$ cat src/hdl/spm_defines.svh
// Constants of the synchronous serial port in SPI mode: mode codes,
// divider reloads, sequence lengths and reset values.
// Assumes it is included by bare name from every file that needs it.
`ifndef SPM_DEFINES_SVH
`define SPM_DEFINES_SVH

// ----------------------------------------------------------------
// Mode field codes
// ----------------------------------------------------------------
`define SPM_MODE_DIV4 4'h0
`define SPM_MODE_DIV16 4'h1
`define SPM_MODE_DIV64 4'h2
`define SPM_MODE_TIMER 4'h3
`define SPM_MODE_SLV_SEL 4'h4
`define SPM_MODE_SLV_FREE 4'h5
`define SPM_MODE_BRG 4'ha

// ----------------------------------------------------------------
// Half-period reloads of the master clock divider (half period - 1)
// ----------------------------------------------------------------
`define SPM_RELOAD_DIV4 10'h001
`define SPM_RELOAD_DIV16 10'h007
`define SPM_RELOAD_DIV64 10'h01f

// ----------------------------------------------------------------
// Sequence and reset values
// ----------------------------------------------------------------
`define SPM_LAST_TICK 5'h10
`define SPM_LAST_BIT 3'h7
`define SPM_BYTE_RESET 8'h00
`define SPM_RX_DEPTH 2
`define SPM_BYTE_WIDTH 8

`endif

$ cat src/hdl/spm_port_dummy_unused.sv
// Holds no logic; the serial port and its receive buffer stand alone.
// Assumes nothing of its surroundings.

$ cat src/hdl/spm_pkg.sv
// Types shared by the serial port files.
// Assumes nothing beyond a SystemVerilog compiler.
package spm_pkg;
  // Master sequencer states
  typedef enum logic {SPM_IDLE, SPM_RUN} spm_state_t;
endpackage

$ cat src/hdl/spm_port.sv
// SPI mode of a synchronous serial port: master or slave, MSb first,
// full duplex, buffered receive and unbuffered transmit.
// Assumes control bits and buffer strobes come from logic on REF_CLK and
// that pins arrive asynchronously and are synchronised here.
`timescale 1ns/1ps
`include "spm_defines.svh"
module spm_port (
  input wire logic REF_CLK,
  input wire logic ARST_N,
  input wire logic PORT_ENABLE_BIT,
  input wire logic [3:0] MODE_SEL,
  input wire logic CLK_IDLE_HIGH,
  input wire logic CLK_EDGE_SEL,
  input wire logic SAMPLE_END,
  input wire logic [7:0] PORT_ADDRESS_REG,
  input wire logic TIMER_TICK,
  input wire logic BUF_WR,
  input wire logic [7:0] BUF_WR_DATA,
  input wire logic BUF_RD,
  input wire logic COLLISION_CLR,
  input wire logic INTERRUPT_CLR,
  input wire logic OVERRUN_CLR,
  output logic [7:0] BUF_RD_DATA,
  output logic BUFFER_FULL_FLAG,
  output logic PORT_INTERRUPT_FLAG,
  output logic WRITE_COLLISION_FLAG,
  output logic RX_OVERRUN_FLAG,
  output logic BUSY,
  input wire logic SCK_IN,
  output logic SCK_OUT,
  output logic SCK_OE,
  input wire logic SDI,
  output logic SDO,
  output logic SDO_OE,
  input wire logic SS_N
);
  // ----------------------------------------------------------------
  // Edge decisions, shared by the master and slave sequencers
  // ----------------------------------------------------------------
  // Index counts serial clock edges: even leading, odd trailing, 16 end
  function automatic logic samp_at(input logic [4:0] idx, input logic cke,
                                   input logic smp);
    if (smp) samp_at = cke ? idx[0] : (!idx[0] && idx != 5'h00);
    else samp_at = (idx[0] == !cke) && (idx != `SPM_LAST_TICK);
  endfunction

  function automatic logic drive_at(input logic [4:0] idx, input logic cke);
    drive_at = (idx != `SPM_LAST_TICK) && (cke ? idx[0] : !idx[0]);
  endfunction

  // ----------------------------------------------------------------
  // Pin synchronisers
  // ----------------------------------------------------------------
  logic sck_s1, sck_s2, sck_s3;
  logic sdi_s1, sdi_s2;
  logic ss_s1, ss_s2;

  // Two flops per pin; third sck flop only serves edge detection
  always_ff @(posedge REF_CLK or negedge ARST_N) begin
    if (!ARST_N) begin
      {sck_s1, sck_s2, sck_s3} <= 3'h0;
      {sdi_s1, sdi_s2} <= 2'h0;
      {ss_s1, ss_s2} <= 2'h3;
    end else begin
      {sck_s1, sck_s2, sck_s3} <= {SCK_IN, sck_s1, sck_s2};
      {sdi_s1, sdi_s2} <= {SDI, sdi_s1};
      {ss_s1, ss_s2} <= {SS_N, ss_s1};
    end
  end

  // ----------------------------------------------------------------
  // Mode decode
  // ----------------------------------------------------------------
  spm_pkg::spm_state_t state, next_state;
  logic [4:0] edge_idx;
  logic [2:0] bit_cnt;
  logic [9:0] div_cnt;
  logic [7:0] port_shift_reg;
  logic sdo_q, sck_q, done_q;

  wire en = PORT_ENABLE_BIT;
  wire slave = (MODE_SEL == `SPM_MODE_SLV_SEL) || (MODE_SEL == `SPM_MODE_SLV_FREE);
  wire master = !slave;
  wire sel_ctl = (MODE_SEL == `SPM_MODE_SLV_SEL);
  wire deselect = sel_ctl && ss_s2;
  wire slave_on = en && slave && !deselect;
  wire timer_mode = (MODE_SEL == `SPM_MODE_TIMER);
  // Half-period reload for the selected master rate
  wire [9:0] reload = (MODE_SEL == `SPM_MODE_DIV16) ? `SPM_RELOAD_DIV16 :
                      (MODE_SEL == `SPM_MODE_DIV64) ? `SPM_RELOAD_DIV64 :
                      (MODE_SEL == `SPM_MODE_BRG) ? {1'b0, PORT_ADDRESS_REG, 1'b1} :
                      `SPM_RELOAD_DIV4;

  // ----------------------------------------------------------------
  // Edge events
  // ----------------------------------------------------------------
  wire running = (state == spm_pkg::SPM_RUN);
  wire div_tick = running && (timer_mode ? TIMER_TICK : (div_cnt == 10'h000));
  wire slv_edge = slave_on && (sck_s2 != sck_s3);
  wire ev = master ? div_tick : slv_edge;
  wire samp = ev && samp_at(edge_idx, CLK_EDGE_SEL, SAMPLE_END && master);
  wire drv = ev && drive_at(edge_idx, CLK_EDGE_SEL);
  wire m_done = div_tick && (edge_idx == `SPM_LAST_TICK);
  wire s_done = slave && samp && (bit_cnt == `SPM_LAST_BIT);
  wire [4:0] idx_inc = slave ? {1'b0, edge_idx[3:0] + 4'h1} : edge_idx + 5'h01;

  // Mid-byte in either role; the push cycle also counts
  assign BUSY = done_q || (master ? running : (bit_cnt != 3'h0 || edge_idx != 5'h00));

  // ----------------------------------------------------------------
  // Software access to the data buffer
  // ----------------------------------------------------------------
  wire wr_ok = BUF_WR && !BUSY && !WRITE_COLLISION_FLAG;
  wire wr_clash = BUF_WR && BUSY;
  wire rx_in_ready, rx_out_valid;
  wire [7:0] rx_out_data;
  wire take = rx_out_valid && !BUFFER_FULL_FLAG && !wr_ok;
  wire lost = done_q && !rx_in_ready;

  // ----------------------------------------------------------------
  // Master sequencer
  // ----------------------------------------------------------------
  // A write in master mode starts the byte; the end tick closes it
  always_comb begin
    next_state = state;
    case (state)
      spm_pkg::SPM_IDLE: if (en && master && wr_ok) next_state = spm_pkg::SPM_RUN;
      spm_pkg::SPM_RUN: if (!en || !master || m_done) next_state = spm_pkg::SPM_IDLE;
      default: next_state = spm_pkg::SPM_IDLE;
    endcase
  end

  always_ff @(posedge REF_CLK or negedge ARST_N) begin
    if (!ARST_N) state <= spm_pkg::SPM_IDLE;
    else state <= next_state;
  end

  // Half-period divider; first edge comes one full half period after start
  always_ff @(posedge REF_CLK or negedge ARST_N) begin
    if (!ARST_N) div_cnt <= 10'h000;
    else if (!running || div_cnt == 10'h000) div_cnt <= reload;
    else div_cnt <= div_cnt - 10'h001;
  end

  // ----------------------------------------------------------------
  // Edge and bit counters
  // ----------------------------------------------------------------
  // Disable, select release and byte end all return to bit zero
  always_ff @(posedge REF_CLK or negedge ARST_N) begin
    if (!ARST_N) begin
      edge_idx <= 5'h00;
      bit_cnt <= 3'h0;
    end else if (!en || deselect || m_done || !(running || slave)) begin
      edge_idx <= 5'h00;
      bit_cnt <= 3'h0;
    end else if (ev) begin
      edge_idx <= idx_inc;
      if (samp) bit_cnt <= bit_cnt + 3'h1;
    end
  end

  // ----------------------------------------------------------------
  // Shift register and data out
  // ----------------------------------------------------------------
  // Shifts MSb out and SDI into the LSb; loads only from a buffer write
  always_ff @(posedge REF_CLK or negedge ARST_N) begin
    if (!ARST_N) port_shift_reg <= `SPM_BYTE_RESET;
    else if (wr_ok) port_shift_reg <= BUF_WR_DATA;
    else if (samp) port_shift_reg <= {port_shift_reg[6:0], sdi_s2};
  end

  // When sample and drive share an edge, the bit after the MSb goes out
  always_ff @(posedge REF_CLK or negedge ARST_N) begin
    if (!ARST_N) sdo_q <= 1'b0;
    else if (wr_ok) sdo_q <= BUF_WR_DATA[7];
    else if (drv) sdo_q <= samp ? port_shift_reg[6] : port_shift_reg[7];
  end

  // Serial clock toggles on the sixteen edge ticks, idles otherwise
  always_ff @(posedge REF_CLK or negedge ARST_N) begin
    if (!ARST_N) sck_q <= 1'b0;
    else if (!running) sck_q <= CLK_IDLE_HIGH;
    else if (div_tick && edge_idx != `SPM_LAST_TICK) sck_q <= !sck_q;
  end

  // Byte end is pushed one cycle later, after the last sample has landed
  always_ff @(posedge REF_CLK or negedge ARST_N) begin
    if (!ARST_N) done_q <= 1'b0;
    else done_q <= (master && m_done) || s_done;
  end

  // ----------------------------------------------------------------
  // Pins
  // ----------------------------------------------------------------
  assign SCK_OUT = sck_q;
  assign SCK_OE = en && master;
  assign SDO = sdo_q;
  assign SDO_OE = en && (master || slave_on);

  // ----------------------------------------------------------------
  // Receive path
  // ----------------------------------------------------------------
  // Two-entry buffer lets the next byte finish before software reads
  spm_rx_buf #(
    .WIDTH(`SPM_BYTE_WIDTH),
    .DEPTH(`SPM_RX_DEPTH)
  ) u_rx_buf (
    .clk(REF_CLK),
    .rst_n(ARST_N),
    .in_valid(done_q),
    .in_data(port_shift_reg),
    .in_ready(rx_in_ready),
    .out_valid(rx_out_valid),
    .out_ready(take),
    .out_data(rx_out_data)
  );

  // Data buffer: software write wins, else the next received byte
  always_ff @(posedge REF_CLK or negedge ARST_N) begin
    if (!ARST_N) BUF_RD_DATA <= `SPM_BYTE_RESET;
    else if (wr_ok) BUF_RD_DATA <= BUF_WR_DATA;
    else if (take) BUF_RD_DATA <= rx_out_data;
  end

  // ----------------------------------------------------------------
  // Status flags; a setting event wins over a clear in the same cycle
  // ----------------------------------------------------------------
  always_ff @(posedge REF_CLK or negedge ARST_N) begin
    if (!ARST_N) begin
      BUFFER_FULL_FLAG <= 1'b0;
      PORT_INTERRUPT_FLAG <= 1'b0;
      WRITE_COLLISION_FLAG <= 1'b0;
      RX_OVERRUN_FLAG <= 1'b0;
    end else begin
      BUFFER_FULL_FLAG <= take || (BUFFER_FULL_FLAG && !BUF_RD);
      PORT_INTERRUPT_FLAG <= take || (PORT_INTERRUPT_FLAG && !INTERRUPT_CLR);
      WRITE_COLLISION_FLAG <= wr_clash || (WRITE_COLLISION_FLAG && !COLLISION_CLR);
      RX_OVERRUN_FLAG <= lost || (RX_OVERRUN_FLAG && !OVERRUN_CLR);
    end
  end
endmodule

$ cat src/hdl/spm_rx_buf.sv
// Small receive FIFO with valid/ready on both sides.
// Assumes one clock and an asynchronous active-low reset.
`timescale 1ns/1ps
`include "spm_defines.svh"
module spm_rx_buf #(
  parameter int WIDTH = `SPM_BYTE_WIDTH,
  parameter int DEPTH = `SPM_RX_DEPTH
) (
  input wire logic clk,
  input wire logic rst_n,
  input wire logic in_valid,
  input wire logic [WIDTH-1:0] in_data,
  output logic in_ready,
  output logic out_valid,
  input wire logic out_ready,
  output logic [WIDTH-1:0] out_data
);
  localparam int AW = (DEPTH > 1) ? $clog2(DEPTH) : 1;
  localparam logic [AW:0] FULL = (AW+1)'(DEPTH);
  localparam logic [AW-1:0] LAST = AW'(DEPTH - 1);

  logic [WIDTH-1:0] mem [DEPTH];
  logic [AW-1:0] wr_ptr;
  logic [AW-1:0] rd_ptr;
  logic [AW:0] count;
  wire push = in_valid && in_ready;
  wire pop = out_valid && out_ready;

  // Honest flags straight from the occupancy count
  assign in_ready = (count != FULL);
  assign out_valid = (count != '0);
  assign out_data = mem[rd_ptr];

  // Pointers and occupancy
  always_ff @(posedge clk or negedge rst_n) begin
    if (!rst_n) begin
      wr_ptr <= '0;
      rd_ptr <= '0;
      count <= '0;
    end else begin
      if (push) wr_ptr <= (wr_ptr == LAST) ? '0 : wr_ptr + 1'b1;
      if (pop) rd_ptr <= (rd_ptr == LAST) ? '0 : rd_ptr + 1'b1;
      if (push && !pop) count <= count + 1'b1;
      else if (pop && !push) count <= count - 1'b1;
    end
  end

  // Storage, written only by an accepted word
  always_ff @(posedge clk) begin
    if (push) mem[wr_ptr] <= in_data;
  end
endmodule

$ cat config.mk
export PLATFORM = sky130hd
export DESIGN_NAME = spm_port
export DESIGN_NICKNAME = d
export VERILOG_FILES = /design/src/hdl/spm_port_dummy_unused.sv /design/src/hdl/spm_pkg.sv /design/src/hdl/spm_port.sv /design/src/hdl/spm_rx_buf.sv
export VERILOG_INCLUDE_DIRS = /design/src /design/src/hdl
export SDC_FILE = /design/constraint.sdc
export NUM_CORES = 1
export LEC_CHECK = 0
export BUFFER_PORTS_ARGS = -buffer_cell sky130_fd_sc_hd__buf_2
export CAP_MARGIN = 15
export CORE_MARGIN = 4
export CORE_UTILIZATION = 56
export DETAILED_ROUTE_END_ITERATION = 8
export GPL_ROUTABILITY_DRIVEN = 0
export PLACE_DENSITY = 0.76
export SLEW_MARGIN = 40
export SYNTH_ARGS = -nofsm -noshare
export SYNTH_HDL_FRONTEND = slang
export SYNTH_HIERARCHICAL = 1
export SYNTH_SLANG_ARGS = --single-unit
$ cat constraint.sdc
create_clock -name REF_CLK -period 2.9 [get_ports REF_CLK]
set_clock_uncertainty 0.1 [all_clocks]
set_input_delay 0.29 -clock REF_CLK [delete_from_list [all_inputs] [get_ports REF_CLK]]
set_output_delay 0.29 -clock REF_CLK [all_outputs]
set_load 0.02 [all_outputs]
==> qor.yml <==
synthesis:
  synth_most_common_cell: "dfrtp_1"
  yosys-top-cells-area: "dfrtp_1 38%, edfxtp_1 14%, nand2_1 3.7%"
  avgSynthCellArea_sq_um: 10.93
  ys_ff_latch: 69
  yosys-top-cells-count: "51 x dfrtp_1, 33 x nand2_1, 19 x nor2_1"
  syn-instance-count: 306
  synth_top_area_frac: 0.3816
  yosysWarnings: 6
  synth_nets: 349
  synth_cell_types: 59
  synthFlopType: "dfrtp_1"
  synth_edf_count: 16
  synth.largest_area_cell: "dfrtp_1"
  seq_area_frac_synth: 0.5410
  synth_area_sq_um: 3344
  synthArstFlopShare: 0.7681
grt:
  top_usage_layer: "met2"
  met3_usage: 0.04563
  grt_first_pass_wirelength_um: 11390
  gr-usage-met1: 0.2626
  track_usage: 0.1998
  grt_overflow: 0
  grt_max_degree: 28
  grt_pass1_vias: 2467
  grt_use_met2: 0.3129
  grt_antenna_before_repair: 0
critical_path:
  worstSetupPathType: "flop to output pin"
  critical_path_arrival_ns: 2.29
  r2r_slack_ns: 0.26
  crit_required_ns: 2.51
  critPathLaunchType: "flop"
  path_max_fanout: 8
  end_kind: "output pin"
routing:
  dr.pass1.iters: 4
  drtAntennaViolNets: 0
  drc: 0
  wirelength_um: 6757
  drtIter0Drc: 111
  viasPerCell: 5.600
  wire_per_inst_um: 15.25
  via_count: 2481
cells_and_area:
  largest_reg_flops: 16
  postLayoutCoreUtil: 0.6913
  nFillCells: 427
  area_growth_syn_to_layout_pct: 16.61
  drive_above_1_share: 0.2615
  diodes: 0
  largest_register: "u_rx_buf/mem"
  top_regs: "u_rx_buf/mem: 16 flops, div_cnt: 10 flops"
  layout.nets: 409
  fin_cells: 443
floorplan:
  fp.dieW_um: 85.28
  chipHeight_um: 85.28
  io_pins: 52
  row_count: 27
  core_sq_um: 5642
  initial_core_util: 0.5928
  die_area_sq_um: 7273
clock_tree:
  cts_buffer_depth: 2
  clk_pin_slew_ns: 0.07
  clock_tree.root_cell: "clkbuf_8"
  clock_latency_ns: 0.34
  cts_resized: 0
  htreeDepth: 3
  cts_buffers: 9
  cts.sinks: 69
  cts_tree: "built"
timing:
  worst_pin_slew_ns: 0.8035
  fin_tns_setup_ns: 0
  drv_slew: 0
  setup_violations: 0
  rsz0062_at_grt: "false"
  holdWs_ns: 0.01897
  min_period_ns: 2.680
  slew-limit-headroom: 0.4643
  hold_violations: 0
  fmax_ghz: 0.3732
  fin_crit_sh: 0.9240
power_and_ir_drop:
  swShare: 0.2822
  netSwitchingPower_mw: 0.6395
  p_leak_nw: 1.684
  ir_worst_vdd_mv: 0.3690
  seqPwrFrac: 0.509
  power.density_nw_per_um2: 581.0
  pwr-share-comb: 0.155
  clkPwrFrac: 0.336
  p_int_mw: 1.627
placed_design:
  dp_hpwl_um: 4968
  dp_cells: 423
  portBuffers: 51
worst_hold_path:
  hp-class: "primary input to flop"
outcome:
  status: "finished, final reports clean"
job:
  maxCapViolations: 0
layout by cell type (no fill, tap or decap), drive strengths merged, types with 2 or more instances in the layout:
cell	synthesis	layout
buf	8	59
dfrtp	51	51
nand2	34	34
o21ai	23	23
nor2	19	19
nand3	17	17
a31oi	17	17
edfxtp	16	16
inv	14	15
a21oi	12	12
clkbuf	6	10
xnor2	8	8
ha	8	8
mux2	8	8
xor2	6	6
nand2b	6	6
or3	4	4
dlygate4sd3	0	4
a211oi	4	4
and3	4	4
nand4	3	3
and2	3	3
nor3	3	3
nor4	3	3
and4	2	2
clkinvlp	0	2
dfstp	2	2
nor3b	2	2
o21a	2	2
clkinv	0	2
repair_timing:
action                                 CTS  global route
endpoints found under the hold margin   54             0
setup buffers                            0             0
hold buffers                             4             0
critical path, cell delays in order (launching register included):
cell	delay [ns]
dfrtp_1	0.45
inv_1	0.11
ha_1	0.17
or4b_1	0.51
nor4b_4	0.33
o21ai_0	0.19
buf_2	0.20
per-layer routing:
metal	part of all wire	wire length [um]
met4	0.021	139
met2	0.47	3186
met1	0.46	3096
met3	0.050	335
met5	0	0
metrics by stage:
stage	total power [mW]	area (sq um)	setup WS (ns)
4_1_cts	2.290	3900	0.2156
5_1_grt	2.379	3900	0.05578
2_1_floorplan	1.394	3344	0.2796
3_3_place_gp	1.511	3670	0.3411
6_report	2.266	3900	0.2204
3_5_place_dp	1.525	3670	0.2785
kinds of logic after synthesis:
| group | Yosys count | synth area share |
|---|---|---|
| flops | 69 | 0.5410 |
| simple gates | 111 | 0.1927 |
| compound gates | 68 | 0.1313 |
| xor+xnor | 14 | 0.03666 |
| fa+ha+maj | 8 | 0.02993 |
| mux | 8 | 0.02694 |
| buf+inv | 28 | 0.04152 |
power by group through the flow:
stage / clock network, mW / logic (mW) / registers, mW
floorplan: 0 / 0.194 / 1.20
global placement: 0 / 0.344 / 1.17
detailed placement: 0 / 0.352 / 1.17
CTS: 0.779 / 0.357 / 1.15
global route: 0.823 / 0.391 / 1.17
finish: 0.761 / 0.352 / 1.15
final cells by class:
class,instances,area (sq um),share of cell area
Clock buffer,10,127.6,0.03272
Timing Repair Buffer,63,355.3,0.09111
Multi-Input combinational cell,209,1403,0.3596
Sequential cell,69,1809,0.4639
Tap cell,72,90.09,0.02310
Inverter,14,52.55,0.01347
Clock inverter,6,62.56,0.01604
final timing paths:
| kind | from | end | depth (start not counted) |
|---|---|---|---|
| setup / recovery | edge_idx[0] | BUSY | 6 |
| hold / removal | INTERRUPT_CLR | PORT_INTERRUPT_FLAG | 2 |
| setup reg to reg | edge_idx[0] | u_rx_buf/count[1] | 12 |
| hold reg to reg | sdi_s1 | sdi_s2 | 0 |
| max in group asynchronous | ARST_N | ss_s2 | 3 |
| min in group asynchronous | ARST_N | u_rx_buf/count[0] | 3 |
No activity file was read; power rests on OpenSTA's default activity.
